**config.mk**
```make
export PLATFORM = sky130hd
export DESIGN_NAME = port_pin_function_mux
export DESIGN_NICKNAME = d
export VERILOG_FILES = /design/src/design/pin_mux_pkg.sv /design/src/design/port_pin_function_mux.sv
export SDC_FILE = /design/constraint.sdc
export NUM_CORES = 1
export LEC_CHECK = 0
export BUFFER_PORTS_ARGS = -buffer_cell sky130_fd_sc_hd__buf_2
export CAP_MARGIN = 20
export CORE_AREA = 2 2 185 187
export DETAILED_ROUTE_END_ITERATION = 6
export DIE_AREA = 0 0 187 189
export GPL_TIMING_DRIVEN = 1
export PLACE_DENSITY = 0.41
export SLEW_MARGIN = 25
export SYNTH_ARGS = -nofsm -noshare
export SYNTH_HDL_FRONTEND = slang
export SYNTH_SLANG_ARGS = --single-unit
```
**constraint.sdc**
```tcl
create_clock -name MCLK -period 2.1 [get_ports MCLK]
set_clock_uncertainty 0.05 [all_clocks]
set_input_delay 0.21 -clock MCLK [delete_from_list [all_inputs] [get_ports MCLK]]
set_output_delay 0.21 -clock MCLK [all_outputs]
set_load 0.1 [all_outputs]
```
**src/design/pin_mux_pkg.sv**
```systemverilog
// Package for the port pin function multiplexer: widths, pin indices, timing counts, carriers.
// Assumes a single 20 MHz system clock.
package pin_mux_pkg;
  localparam int          BYTE_W         = 8;
  localparam int          CLK_HZ         = 20_000_000;
  localparam int          POR_EXP        = 17;
  localparam int          SETTLE_EXP     = 18;
  localparam int          POR_CYCLES     = 2 ** POR_EXP;
  localparam int          SETTLE_CYCLES  = 2 ** SETTLE_EXP;
  localparam int          CNT_W          = SETTLE_EXP + 1;
  localparam logic [7:0]  BYTE_ZERO      = 8'h00;
  localparam logic [7:0]  BYTE_ONES      = 8'hff;
  localparam logic [7:0]  UPPER_ADDR_RST = 8'h00;
  localparam int          P3_ALE         = 0;
  localparam int          P3_RD          = 1;
  localparam int          P3_WR          = 2;
  localparam int          P4_SCKA        = 4;
  localparam int          P4_TXA         = 5;
  localparam int          P4_TXX         = 6;
  localparam int          P4_SCKX        = 7;
  localparam int          P5_RXX         = 0;
  localparam int          P5_IRQ_LO      = 1;
  localparam int          P5_TRIG        = 5;
  localparam int          P5_TIMER       = 6;

  // One port's register-side view: data, direction (1 = output), pull-up enable
  typedef struct packed {
    logic [7:0] dat;
    logic [7:0] dir;
    logic [7:0] pull;
  } port_ctrl_t;

  // One port's pin-side view
  typedef struct packed {
    logic [7:0] o;
    logic [7:0] oe;
    logic [7:0] pu;
  } pin_drive_t;

  // Serial unit pin requests
  typedef struct packed {
    logic sck_en;
    logic sck_o;
    logic tx_en;
    logic tx_o;
  } serial_req_t;

  typedef enum logic [1:0] {
    ST_POR    = 2'b00,
    ST_SETTLE = 2'b01,
    ST_RUN    = 2'b10
  } pwr_state_t;
endpackage : pin_mux_pkg

```
**src/design/port_pin_function_mux.sv**
```systemverilog
// Port pin function multiplexer: routes each pin to general I/O or its alternate function.
// Assumes port registers, bus controller and serial units sit outside and run on MCLK.
//
// Contract
// - Port zero: general I/O with pull-up, or low bus byte when bus enabled.
// - Port one: general I/O with pull-up, or high bus byte when bus enabled.
// - Port two bit: I/O when control bit is 1, upper address when 0 and bus enabled.
// - Port three bit0 drives address latch enable when bus enabled.
// - Port three bit1 drives read strobe when bus enabled.
// - Port three bit2 drives write strobe only with bus and strobe output enabled.
// - Write strobe covers low byte in 16-bit access, whole byte in 8-bit.
// - Serial A clock pin is bidirectional clock when unit enables it.
// - Serial A data pin drives serial data when unit enables it.
// - Extended serial data pin drives data when interface enables it.
// - Extended serial clock pin is bidirectional clock when enabled.
// - Extended serial input stays I/O and feeds receiver; software sets input.
// - Port five bits1-4 feed interrupts four to seven; stay I/O.
// - Port five bit5 feeds converter trigger; stays I/O.
// - Port six pin goes analog when enable register selects analog.
// - Port five bit6 feeds timer zero event; stays I/O.
// - Ports zero and one float while reset is low during settling.
// - Power-on reset lasts 2^17 clock periods before internal reset releases.
// - Settling lasts 2^18 periods; ports zero/one follow reset state throughout.
module port_pin_function_mux
  import pin_mux_pkg::*;
#(
  parameter int POR_LEN    = POR_CYCLES,
  parameter int SETTLE_LEN = SETTLE_CYCLES
) (
  input  wire logic        MCLK,
  input  wire logic        NRST,
  input  wire logic        RST_PIN,
  input  wire logic        EXT_BUS_EN,
  input  wire logic        WR_PIN_EN,
  input  wire logic        BUS_WIDE,
  input  wire logic [7:0]  UPPER_ADDR_OUTPUT_CTRL,
  input  wire logic [7:0]  ANALOG_SEL,
  input  wire logic [15:0] BUS_AD_O,
  input  wire logic        BUS_AD_OE,
  input  wire logic [7:0]  UPPER_ADDRESS_LINES,
  input  wire logic        BUS_ALE,
  input  wire logic        BUS_RD,
  input  wire logic        BUS_WR,
  input  wire serial_req_t SERIAL_A_REQ,
  input  wire serial_req_t EXT_SERIAL_REQ,
  input  wire port_ctrl_t  PORT0_CTRL,
  input  wire port_ctrl_t  PORT1_CTRL,
  input  wire port_ctrl_t  PORT2_CTRL,
  input  wire port_ctrl_t  PORT3_CTRL,
  input  wire port_ctrl_t  PORT4_CTRL,
  input  wire port_ctrl_t  PORT5_CTRL,
  input  wire port_ctrl_t  PORT6_CTRL,
  input  wire logic [7:0]  PORT0_IN,
  input  wire logic [7:0]  PORT1_IN,
  input  wire logic [7:0]  PORT4_IN,
  input  wire logic [7:0]  PORT5_IN,
  input  wire logic [7:0]  PORT6_IN,
  output pin_drive_t       PORT0_PINS,
  output pin_drive_t       PORT1_PINS,
  output pin_drive_t       PORT2_PINS,
  output pin_drive_t       PORT3_PINS,
  output pin_drive_t       PORT4_PINS,
  output pin_drive_t       PORT5_PINS,
  output pin_drive_t       PORT6_PINS,
  output logic [7:0]       ANALOG_CONNECT,
  output logic [7:0]       PORT6_DIGITAL_IN,
  output logic [15:0]      BUS_AD_I,
  output logic             WR_LOW_BYTE_STROBE,
  output logic             WR_BYTE_STROBE,
  output logic             SERIAL_A_CLOCK_IN,
  output logic             EXT_SERIAL_CLOCK_IN,
  output logic             EXT_SERIAL_RX,
  output logic [3:0]       EXT_IRQ_INPUTS_HI,
  output logic             CONVERTER_TRIGGER_IN,
  output logic             TIMER_EVENT_IN,
  output logic             INTERNAL_RESET_N,
  output logic             SETTLING
);

  // ----------------------------------------------------------------
  // Power-on sequence
  // ----------------------------------------------------------------
  localparam logic [CNT_W-1:0] POR_END    = CNT_W'(POR_LEN - 1);
  localparam logic [CNT_W-1:0] SETTLE_END = CNT_W'(SETTLE_LEN - 1);
  localparam logic [CNT_W-1:0] CNT_ZERO   = '0;
  localparam logic [CNT_W-1:0] CNT_ONE    = CNT_W'(1);

  pwr_state_t       pwr_r;
  logic [CNT_W-1:0] cnt_r;

  always_ff @(posedge MCLK) begin
    if (!NRST) begin
      pwr_r <= ST_POR;
      cnt_r <= CNT_ZERO;
    end else begin
      case (pwr_r)
        ST_POR: begin
          if (cnt_r == POR_END) begin
            pwr_r <= ST_SETTLE;
          end
          cnt_r <= cnt_r + CNT_ONE;
        end
        ST_SETTLE: begin
          if (cnt_r == SETTLE_END) begin
            pwr_r <= ST_RUN;
            cnt_r <= CNT_ZERO;
          end else begin
            cnt_r <= cnt_r + CNT_ONE;
          end
        end
        ST_RUN: begin
          cnt_r <= CNT_ZERO;
        end
        default: begin
          pwr_r <= ST_POR;
          cnt_r <= CNT_ZERO;
        end
      endcase
    end
  end

  logic settling;
  assign settling         = (pwr_r != ST_RUN);
  assign SETTLING         = settling;
  assign INTERNAL_RESET_N = (pwr_r != ST_POR);

  // ----------------------------------------------------------------
  // Port zero and one: general I/O or multiplexed address/data
  // ----------------------------------------------------------------
  pin_drive_t p0, p1;

  always_comb begin
    p0.o  = PORT0_CTRL.dat;
    p0.oe = PORT0_CTRL.dir;
    p0.pu = PORT0_CTRL.pull;
    p1.o  = PORT1_CTRL.dat;
    p1.oe = PORT1_CTRL.dir;
    p1.pu = PORT1_CTRL.pull;
    if (EXT_BUS_EN) begin
      p0.o  = BUS_AD_O[7:0];
      p0.oe = BUS_AD_OE ? BYTE_ONES : BYTE_ZERO;
      p0.pu = BYTE_ZERO;
      p1.o  = BUS_AD_O[15:8];
      p1.oe = BUS_AD_OE ? BYTE_ONES : BYTE_ZERO;
      p1.pu = BYTE_ZERO;
    end
    // Reset held low while settling floats both ports; high leaves them as they fall
    if (settling && !RST_PIN) begin
      p0.oe = BYTE_ZERO;
      p0.pu = BYTE_ZERO;
      p1.oe = BYTE_ZERO;
      p1.pu = BYTE_ZERO;
    end
  end

  assign PORT0_PINS = p0;
  assign PORT1_PINS = p1;
  assign BUS_AD_I   = {PORT1_IN, PORT0_IN};

  // ----------------------------------------------------------------
  // Port two: per-bit upper address or I/O
  // ----------------------------------------------------------------
  pin_drive_t p2;

  always_comb begin
    for (int i = 0; i < BYTE_W; i++) begin
      if (EXT_BUS_EN && !UPPER_ADDR_OUTPUT_CTRL[i]) begin
        p2.o[i]  = UPPER_ADDRESS_LINES[i];
        p2.oe[i] = 1'b1;
        p2.pu[i] = 1'b0;
      end else begin
        p2.o[i]  = PORT2_CTRL.dat[i];
        p2.oe[i] = PORT2_CTRL.dir[i];
        p2.pu[i] = PORT2_CTRL.pull[i];
      end
    end
  end

  assign PORT2_PINS = p2;

  // ----------------------------------------------------------------
  // Port three: bus strobes
  // ----------------------------------------------------------------
  pin_drive_t p3;
  logic       wr_active;

  assign wr_active = EXT_BUS_EN && WR_PIN_EN;

  always_comb begin
    p3.o  = PORT3_CTRL.dat;
    p3.oe = PORT3_CTRL.dir;
    p3.pu = PORT3_CTRL.pull;
    if (EXT_BUS_EN) begin
      p3.o[P3_ALE]  = BUS_ALE;
      p3.oe[P3_ALE] = 1'b1;
      p3.pu[P3_ALE] = 1'b0;
      p3.o[P3_RD]   = BUS_RD;
      p3.oe[P3_RD]  = 1'b1;
      p3.pu[P3_RD]  = 1'b0;
    end
    if (wr_active) begin
      p3.o[P3_WR]  = BUS_WR;
      p3.oe[P3_WR] = 1'b1;
      p3.pu[P3_WR] = 1'b0;
    end
  end

  assign PORT3_PINS = p3;

  // Strobe qualification by access width
  assign WR_LOW_BYTE_STROBE = wr_active && BUS_WIDE && BUS_WR;
  assign WR_BYTE_STROBE     = wr_active && !BUS_WIDE && BUS_WR;

  // ----------------------------------------------------------------
  // Port four: serial units
  // ----------------------------------------------------------------
  pin_drive_t p4;

  always_comb begin
    p4.o  = PORT4_CTRL.dat;
    p4.oe = PORT4_CTRL.dir;
    p4.pu = BYTE_ZERO;
    if (SERIAL_A_REQ.sck_en) begin
      p4.o[P4_SCKA]  = SERIAL_A_REQ.sck_o;
      p4.oe[P4_SCKA] = 1'b1;
    end
    if (SERIAL_A_REQ.tx_en) begin
      p4.o[P4_TXA]  = SERIAL_A_REQ.tx_o;
      p4.oe[P4_TXA] = 1'b1;
    end
    if (EXT_SERIAL_REQ.tx_en) begin
      p4.o[P4_TXX]  = EXT_SERIAL_REQ.tx_o;
      p4.oe[P4_TXX] = 1'b1;
    end
    if (EXT_SERIAL_REQ.sck_en) begin
      p4.o[P4_SCKX]  = EXT_SERIAL_REQ.sck_o;
      p4.oe[P4_SCKX] = 1'b1;
    end
  end

  assign PORT4_PINS          = p4;
  assign SERIAL_A_CLOCK_IN   = PORT4_IN[P4_SCKA];
  assign EXT_SERIAL_CLOCK_IN = PORT4_IN[P4_SCKX];

  // ----------------------------------------------------------------
  // Port five: always I/O, inputs also fan out to peripherals
  // ----------------------------------------------------------------
  assign PORT5_PINS.o         = PORT5_CTRL.dat;
  assign PORT5_PINS.oe        = PORT5_CTRL.dir;
  assign PORT5_PINS.pu        = BYTE_ZERO;
  assign EXT_SERIAL_RX        = PORT5_IN[P5_RXX];
  assign EXT_IRQ_INPUTS_HI    = PORT5_IN[P5_IRQ_LO +: 4];
  assign CONVERTER_TRIGGER_IN = PORT5_IN[P5_TRIG];
  assign TIMER_EVENT_IN       = PORT5_IN[P5_TIMER];

  // ----------------------------------------------------------------
  // Port six: analog or digital per bit
  // ----------------------------------------------------------------
  assign ANALOG_CONNECT    = ANALOG_SEL;
  assign PORT6_PINS.o      = PORT6_CTRL.dat;
  assign PORT6_PINS.oe     = PORT6_CTRL.dir & ~ANALOG_SEL;
  assign PORT6_PINS.pu     = BYTE_ZERO;
  assign PORT6_DIGITAL_IN  = PORT6_IN & ~ANALOG_SEL;

  // ----------------------------------------------------------------
  // Checks
  // ----------------------------------------------------------------
  a_port0_bus: assert property (@(posedge MCLK) disable iff (!NRST)
    (EXT_BUS_EN && !(settling && !RST_PIN)) |-> (PORT0_PINS.o == BUS_AD_O[7:0]))
    else $error("port zero not carrying low bus byte");
  a_port1_bus: assert property (@(posedge MCLK) disable iff (!NRST)
    (EXT_BUS_EN && !(settling && !RST_PIN)) |-> (PORT1_PINS.o == BUS_AD_O[15:8]))
    else $error("port one not carrying high bus byte");
  a_port2_addr: assert property (@(posedge MCLK) disable iff (!NRST)
    (EXT_BUS_EN && !UPPER_ADDR_OUTPUT_CTRL[0]) |-> (PORT2_PINS.oe[0] && PORT2_PINS.o[0] == UPPER_ADDRESS_LINES[0]))
    else $error("port two bit not driving upper address");
  a_strobe_ale: assert property (@(posedge MCLK) disable iff (!NRST)
    EXT_BUS_EN |-> (PORT3_PINS.o[P3_ALE] == BUS_ALE && PORT3_PINS.oe[P3_ALE]))
    else $error("latch enable not on pin");
  a_strobe_rd: assert property (@(posedge MCLK) disable iff (!NRST)
    EXT_BUS_EN |-> (PORT3_PINS.o[P3_RD] == BUS_RD))
    else $error("read strobe not on pin");
  a_strobe_wr: assert property (@(posedge MCLK) disable iff (!NRST)
    !WR_PIN_EN |-> (PORT3_PINS.oe[P3_WR] == PORT3_CTRL.dir[P3_WR]))
    else $error("write strobe pin taken while disabled");
  a_wr_width: assert property (@(posedge MCLK) disable iff (!NRST)
    !(WR_LOW_BYTE_STROBE && WR_BYTE_STROBE))
    else $error("both write strobe widths active");
  a_serial_tx: assert property (@(posedge MCLK) disable iff (!NRST)
    SERIAL_A_REQ.tx_en |-> (PORT4_PINS.o[P4_TXA] == SERIAL_A_REQ.tx_o))
    else $error("serial A data not on pin");
  a_analog_off: assert property (@(posedge MCLK) disable iff (!NRST)
    ANALOG_SEL[0] |-> !PORT6_PINS.oe[0])
    else $error("analog pin driven digitally");
  a_float_rst: assert property (@(posedge MCLK) disable iff (!NRST)
    (SETTLING && !RST_PIN) |-> (PORT0_PINS.oe == BYTE_ZERO && PORT1_PINS.oe == BYTE_ZERO))
    else $error("ports zero/one driven while reset low");
  a_por_len: assert property (@(posedge MCLK) disable iff (!NRST)
    $rose(INTERNAL_RESET_N) |-> $past(cnt_r) == POR_END)
    else $error("internal reset released early");
  a_settle_len: assert property (@(posedge MCLK) disable iff (!NRST)
    $fell(SETTLING) |-> $past(cnt_r) == SETTLE_END)
    else $error("settling ended at wrong count");
  // Serial pin takeover, input fan-out and idle routing
  a_serial_clk: assert property (@(posedge MCLK) disable iff (!NRST)
    SERIAL_A_REQ.sck_en |-> (PORT4_PINS.oe[P4_SCKA] && PORT4_PINS.o[P4_SCKA] == SERIAL_A_REQ.sck_o))
    else $error("serial A clock not on pin");
  a_ext_tx: assert property (@(posedge MCLK) disable iff (!NRST)
    EXT_SERIAL_REQ.tx_en |-> (PORT4_PINS.oe[P4_TXX] && PORT4_PINS.o[P4_TXX] == EXT_SERIAL_REQ.tx_o))
    else $error("extended serial data not on pin");
  a_ext_clk: assert property (@(posedge MCLK) disable iff (!NRST)
    EXT_SERIAL_REQ.sck_en |-> (PORT4_PINS.oe[P4_SCKX] && PORT4_PINS.o[P4_SCKX] == EXT_SERIAL_REQ.sck_o))
    else $error("extended serial clock not on pin");
  a_ext_rx: assert property (@(posedge MCLK) disable iff (!NRST)
    (EXT_SERIAL_RX == PORT5_IN[P5_RXX]) && (PORT5_PINS.oe == PORT5_CTRL.dir))
    else $error("serial input not fanned out");
  a_irq_fanout: assert property (@(posedge MCLK) disable iff (!NRST)
    EXT_IRQ_INPUTS_HI == PORT5_IN[P5_IRQ_LO +: 4])
    else $error("interrupt inputs not fanned out");
  a_trig_fanout: assert property (@(posedge MCLK) disable iff (!NRST)
    CONVERTER_TRIGGER_IN == PORT5_IN[P5_TRIG])
    else $error("converter trigger not fanned out");
  a_timer_fanout: assert property (@(posedge MCLK) disable iff (!NRST)
    TIMER_EVENT_IN == PORT5_IN[P5_TIMER])
    else $error("timer event not fanned out");
  a_analog_dig: assert property (@(posedge MCLK) disable iff (!NRST)
    ANALOG_SEL[0] |-> !PORT6_DIGITAL_IN[0])
    else $error("analog pin seen as digital");
  a_gpio_idle: assert property (@(posedge MCLK) disable iff (!NRST)
    (!EXT_BUS_EN && !(settling && !RST_PIN)) |-> (PORT0_PINS.o == PORT0_CTRL.dat && PORT0_PINS.oe == PORT0_CTRL.dir))
    else $error("idle port zero not following its registers");
  a_wr_gate: assert property (@(posedge MCLK) disable iff (!NRST)
    !(EXT_BUS_EN && WR_PIN_EN) |-> !(WR_LOW_BYTE_STROBE || WR_BYTE_STROBE))
    else $error("write strobe active while pin disabled");
  a_port3_idle: assert property (@(posedge MCLK) disable iff (!NRST)
    !EXT_BUS_EN |-> (PORT3_PINS.o[P3_WR] == PORT3_CTRL.dat[P3_WR]))
    else $error("write strobe pin taken in single-chip mode");

  c_bus_mode: cover property (@(posedge MCLK) disable iff (!NRST) EXT_BUS_EN && WR_PIN_EN && BUS_WR);
  c_run: cover property (@(posedge MCLK) disable iff (!NRST) $fell(SETTLING));
  c_analog: cover property (@(posedge MCLK) disable iff (!NRST) ANALOG_SEL != BYTE_ZERO);
  c_float: cover property (@(posedge MCLK) disable iff (!NRST) SETTLING && !RST_PIN);
  c_serial: cover property (@(posedge MCLK) disable iff (!NRST) SERIAL_A_REQ.sck_en && EXT_SERIAL_REQ.sck_en);

endmodule : port_pin_function_mux

```
==> results.rst <==
.. list-table::
   :header-rows: 1

   * - Metric
     - Value
   * - Status
     - completed
   * - Via count
     - about 2,800
   * - Total net switching power
     - 1550 µW
   * - Overall power of the completed layout
     - 2680 µW
   * - Crit Path Max Fanout
     - 22
   * - Placement row count
     - 67
   * - Final-report hold violation count
     - 0
   * - Worst hold slack across all endpoints
     - roughly 140 ps
   * - Initial core utilization
     - 0.0804
   * - Height of the die
     - roughly 190 µm
   * - Total die area
     - 0.0353 mm²
   * - Global-route wire length before repair
     - 15,100 µm
   * - Critical Path Start Type
     - register
   * - Router iterations before antenna repair
     - 4
   * - TritonCTS buffer count
     - 3
   * - Post-synth design cell area
     - 0.00268 mm²
   * - DPL Wire Length
     - 9570 µm
   * - Vias per cell
     - 2.83
   * - Ys flop type
     - sky130_fd_sc_hd__dfxtp_1
   * - Horiz. Die Dim
     - 187 µm
   * - Clock transition at the register clock pins on the worst setup and hold paths after CTS
     - 60 ps
   * - Root buffer selected by CTS
     - sky130_fd_sc_hd__clkbuf_16
   * - Largest net degree at the start of global routing
     - 35
   * - Core box area
     - 0.0333 mm²
   * - Type of the tightest min-delay check
     - input pin to register
   * - Total setup buffers inserted after CTS
     - 0
   * - Cell variety after synth
     - 33
   * - First DRT Iteration DRCs
     - 90
   * - Max-slew violation count
     - 0
   * - Most frequent cells in the layout
     - sky130_fd_sc_hd__buf_2 (235), sky130_fd_sc_hd__buf_12 (47), sky130_fd_sc_hd__mux2_2 (30)
   * - CTS tree
     - yes
   * - Layout area overhead
     - 77.2%
   * - Overall fraction of global-route tracks in use
     - 0.0535
   * - Leading cell type in the layout, fill and taps excluded
     - sky130_fd_sc_hd__buf_2
   * - Number of synthesized register bits
     - 21
   * - Number of top-level design ports
     - 479
   * - Switching share of power
     - 0.580
   * - Number of gates resized after CTS
     - 1
   * - Fraction of registers with async set/reset
     - 0
   * - H-tree lvl count
     - 1
   * - Vias in the first global route
     - 2,656
   * - Worst endpoint data arrival time
     - 1710 ps
   * - Total of endpoints with negative setup slack in the final report
     - 0
   * - Clock sinks
     - 21
   * - Post-cts hold buffer count
     - 0
   * - Worst-skew pair later-pin latency
     - 250 ps
   * - Gpl congestion
     - 0.652
   * - CP Capture Type
     - output pin
   * - Number of antenna violations at the first check in global routing
     - 1
   * - Final ANT Viol Nets
     - 0
   * - Count of flip-flops with a built-in enable after synthesis
     - 0
   * - Number of cells in the finished layout apart from fillers
     - 991
   * - Max-cap violation count
     - 0
   * - Critical setup path kind
     - register to output pin
   * - Final sum of negative setup slack
     - 0 ps
   * - Port buffer count
     - 279
   * - Leakage power figure
     - ~0.0022 µW
   * - Minimum clock period after layout
     - 1970 ps
   * - Post-synthesis average cell area
     - 7.80 µm²
   * - Critical Path RT
     - ~1800 ps
   * - Part of the total power dissipated in the clock network
     - 0.147
   * - Final cycle utilization of the critical path
     - 0.938
   * - Transition time at the pin with the least slew margin
     - ~550 ps
   * - Detailed-route DRC error count
     - 0
   * - CTS max path bufs
     - 2
   * - Peak VDD IR
     - between 0.4 and 0.5 mV
   * - Synthesized instance count
     - ~340
   * - Setup repair after global routing missed its margin
     - no
   * - Post-layout nets
     - 811
   * - Warnings, synthesis
     - 0
   * - Headroom to the max-slew limit
     - 0.633
   * - Post-Route WL
     - 10,600 µm
   * - Part of the power in combinational logic
     - 0.700
   * - Power density over the cells
     - 565 mW/mm²
   * - Sequential share of the synthesized area
     - 0.157
   * - Routed wirelength normalized by instance count
     - 10.7 µm
   * - Share of total power in sequential cells
     - 0.152
   * - Layout cell share with drive strength beyond 1
     - 0.632
   * - Highest Clock Rate
     - 508 MHz
   * - Cells after DPL
     - 987
   * - Int Pwr
     - 1120 µW
   * - Grt total ovfl
     - 0
   * - Number of diodes
     - 0
==> Yosys cell counts (2+ instances only) <==
cell,number,area share
sky130_fd_sc_hd__buf_4,105,0.29
sky130_fd_sc_hd__mux2_2,30,0.13
sky130_fd_sc_hd__and2_1,25,0.058
sky130_fd_sc_hd__dfxtp_1,21,0.16
sky130_fd_sc_hd__nor2b_1,20,0.047
sky130_fd_sc_hd__nand2b_1,19,0.044
sky130_fd_sc_hd__nor2_1,18,0.025
sky130_fd_sc_hd__a21o_1,16,0.045
sky130_fd_sc_hd__nand2_1,10,0.014
sky130_fd_sc_hd__or2_2,8,0.019
sky130_fd_sc_hd__or3_1,8,0.019
sky130_fd_sc_hd__a21oi_1,7,0.013
sky130_fd_sc_hd__clkbuf_1,7,0.0098
sky130_fd_sc_hd__inv_1,7,0.0098
sky130_fd_sc_hd__nand3_1,7,0.013
sky130_fd_sc_hd__o21ai_0,6,0.011
sky130_fd_sc_hd__xor2_1,6,0.020
sky130_fd_sc_hd__xnor2_1,4,0.013
sky130_fd_sc_hd__and3_1,3,0.0070
sky130_fd_sc_hd__nand4_1,2,0.0047
sky130_fd_sc_hd__nor3_1,2,0.0037
==> power by group through the flow <==
stage               Combinational, µW  Sequential [µW]  Clock [µW]
floorplan                        2050              416           0
global placement                 1880              417           0
detailed placement               1880              417           0
CTS                              1890              408         411
global route                     1930              409         424
finish                           1880              408         394
==> sequential cells by signal, summed over array words and instances (netlist names) <==
signal	flops
cnt_r	19
pwr_r	2
==> logic make-up (layout without fill, tap and decap cells) <==
kind of cell,Yosys count,count (layout),synth area share
buffers and inverters,120,297,0.319
and+or+nand+nor,127,127,0.273
AOI/OAI and AO/OA,33,33,0.0865
DFF,21,21,0.157
muxes,30,30,0.126
adders and majority gates,1,1,0.00468
other,1,24,0.00140
xor gates and xnor gates,10,10,0.0327
==> path summary, 6_finish.rpt <==
kind                   from              to  slack, ps  cells after the start
hold / removal         NRST        pwr_r[1]        140                      2
setup reg to reg   cnt_r[1]        cnt_r[9]        150                      6
hold reg to reg   cnt_r[16]       cnt_r[16]        440                      2
setup / recovery   pwr_r[1]  PORT1_PINS[15]        130                      6
==> area by class of cell <==
class,instances,area [µm²]
fill,3823,28500
sequential,21,420
clock buffer,4,78.8
timing repair buffer,286,2150
multi-input combinational,225,1510
tap,448,561
inverter,7,26.3
==> through the flow <==
step                worst slack [ps]  instance area, µm²   util
finish                           130                4740  0.142
global route                    6.19                4740  0.142
CTS                             57.5                4740  0.142
detailed placement               133                4660  0.140
global placement                 135                4660  0.140
floorplan                       -398                2770      -
==> worst max-delay path, stage by stage, from the launching register on <==
cell and delay (ps):
sky130_fd_sc_hd__dfxtp_1 370, sky130_fd_sc_hd__nor2b_2 250, sky130_fd_sc_hd__nor2_1 90, sky130_fd_sc_hd__nor2_2 160, sky130_fd_sc_hd__buf_12 180, sky130_fd_sc_hd__a21o_1 210
sky130_fd_sc_hd__buf_12 190
==> routing by layer <==
| metal | vias up | track usage | wire (µm) |
|---|---|---|---|
| li1 | 1391 | - | - |
| met1 | 1220 | 0.0663 | 4290 |
| met5 | - | 0 | 0 |
| met3 | 30 | 0.0198 | 999 |
| met2 | 165 | 0.0834 | 4930 |
| met4 | 0 | 0.0220 | 419 |
Power figures use the tool's default switching activity.
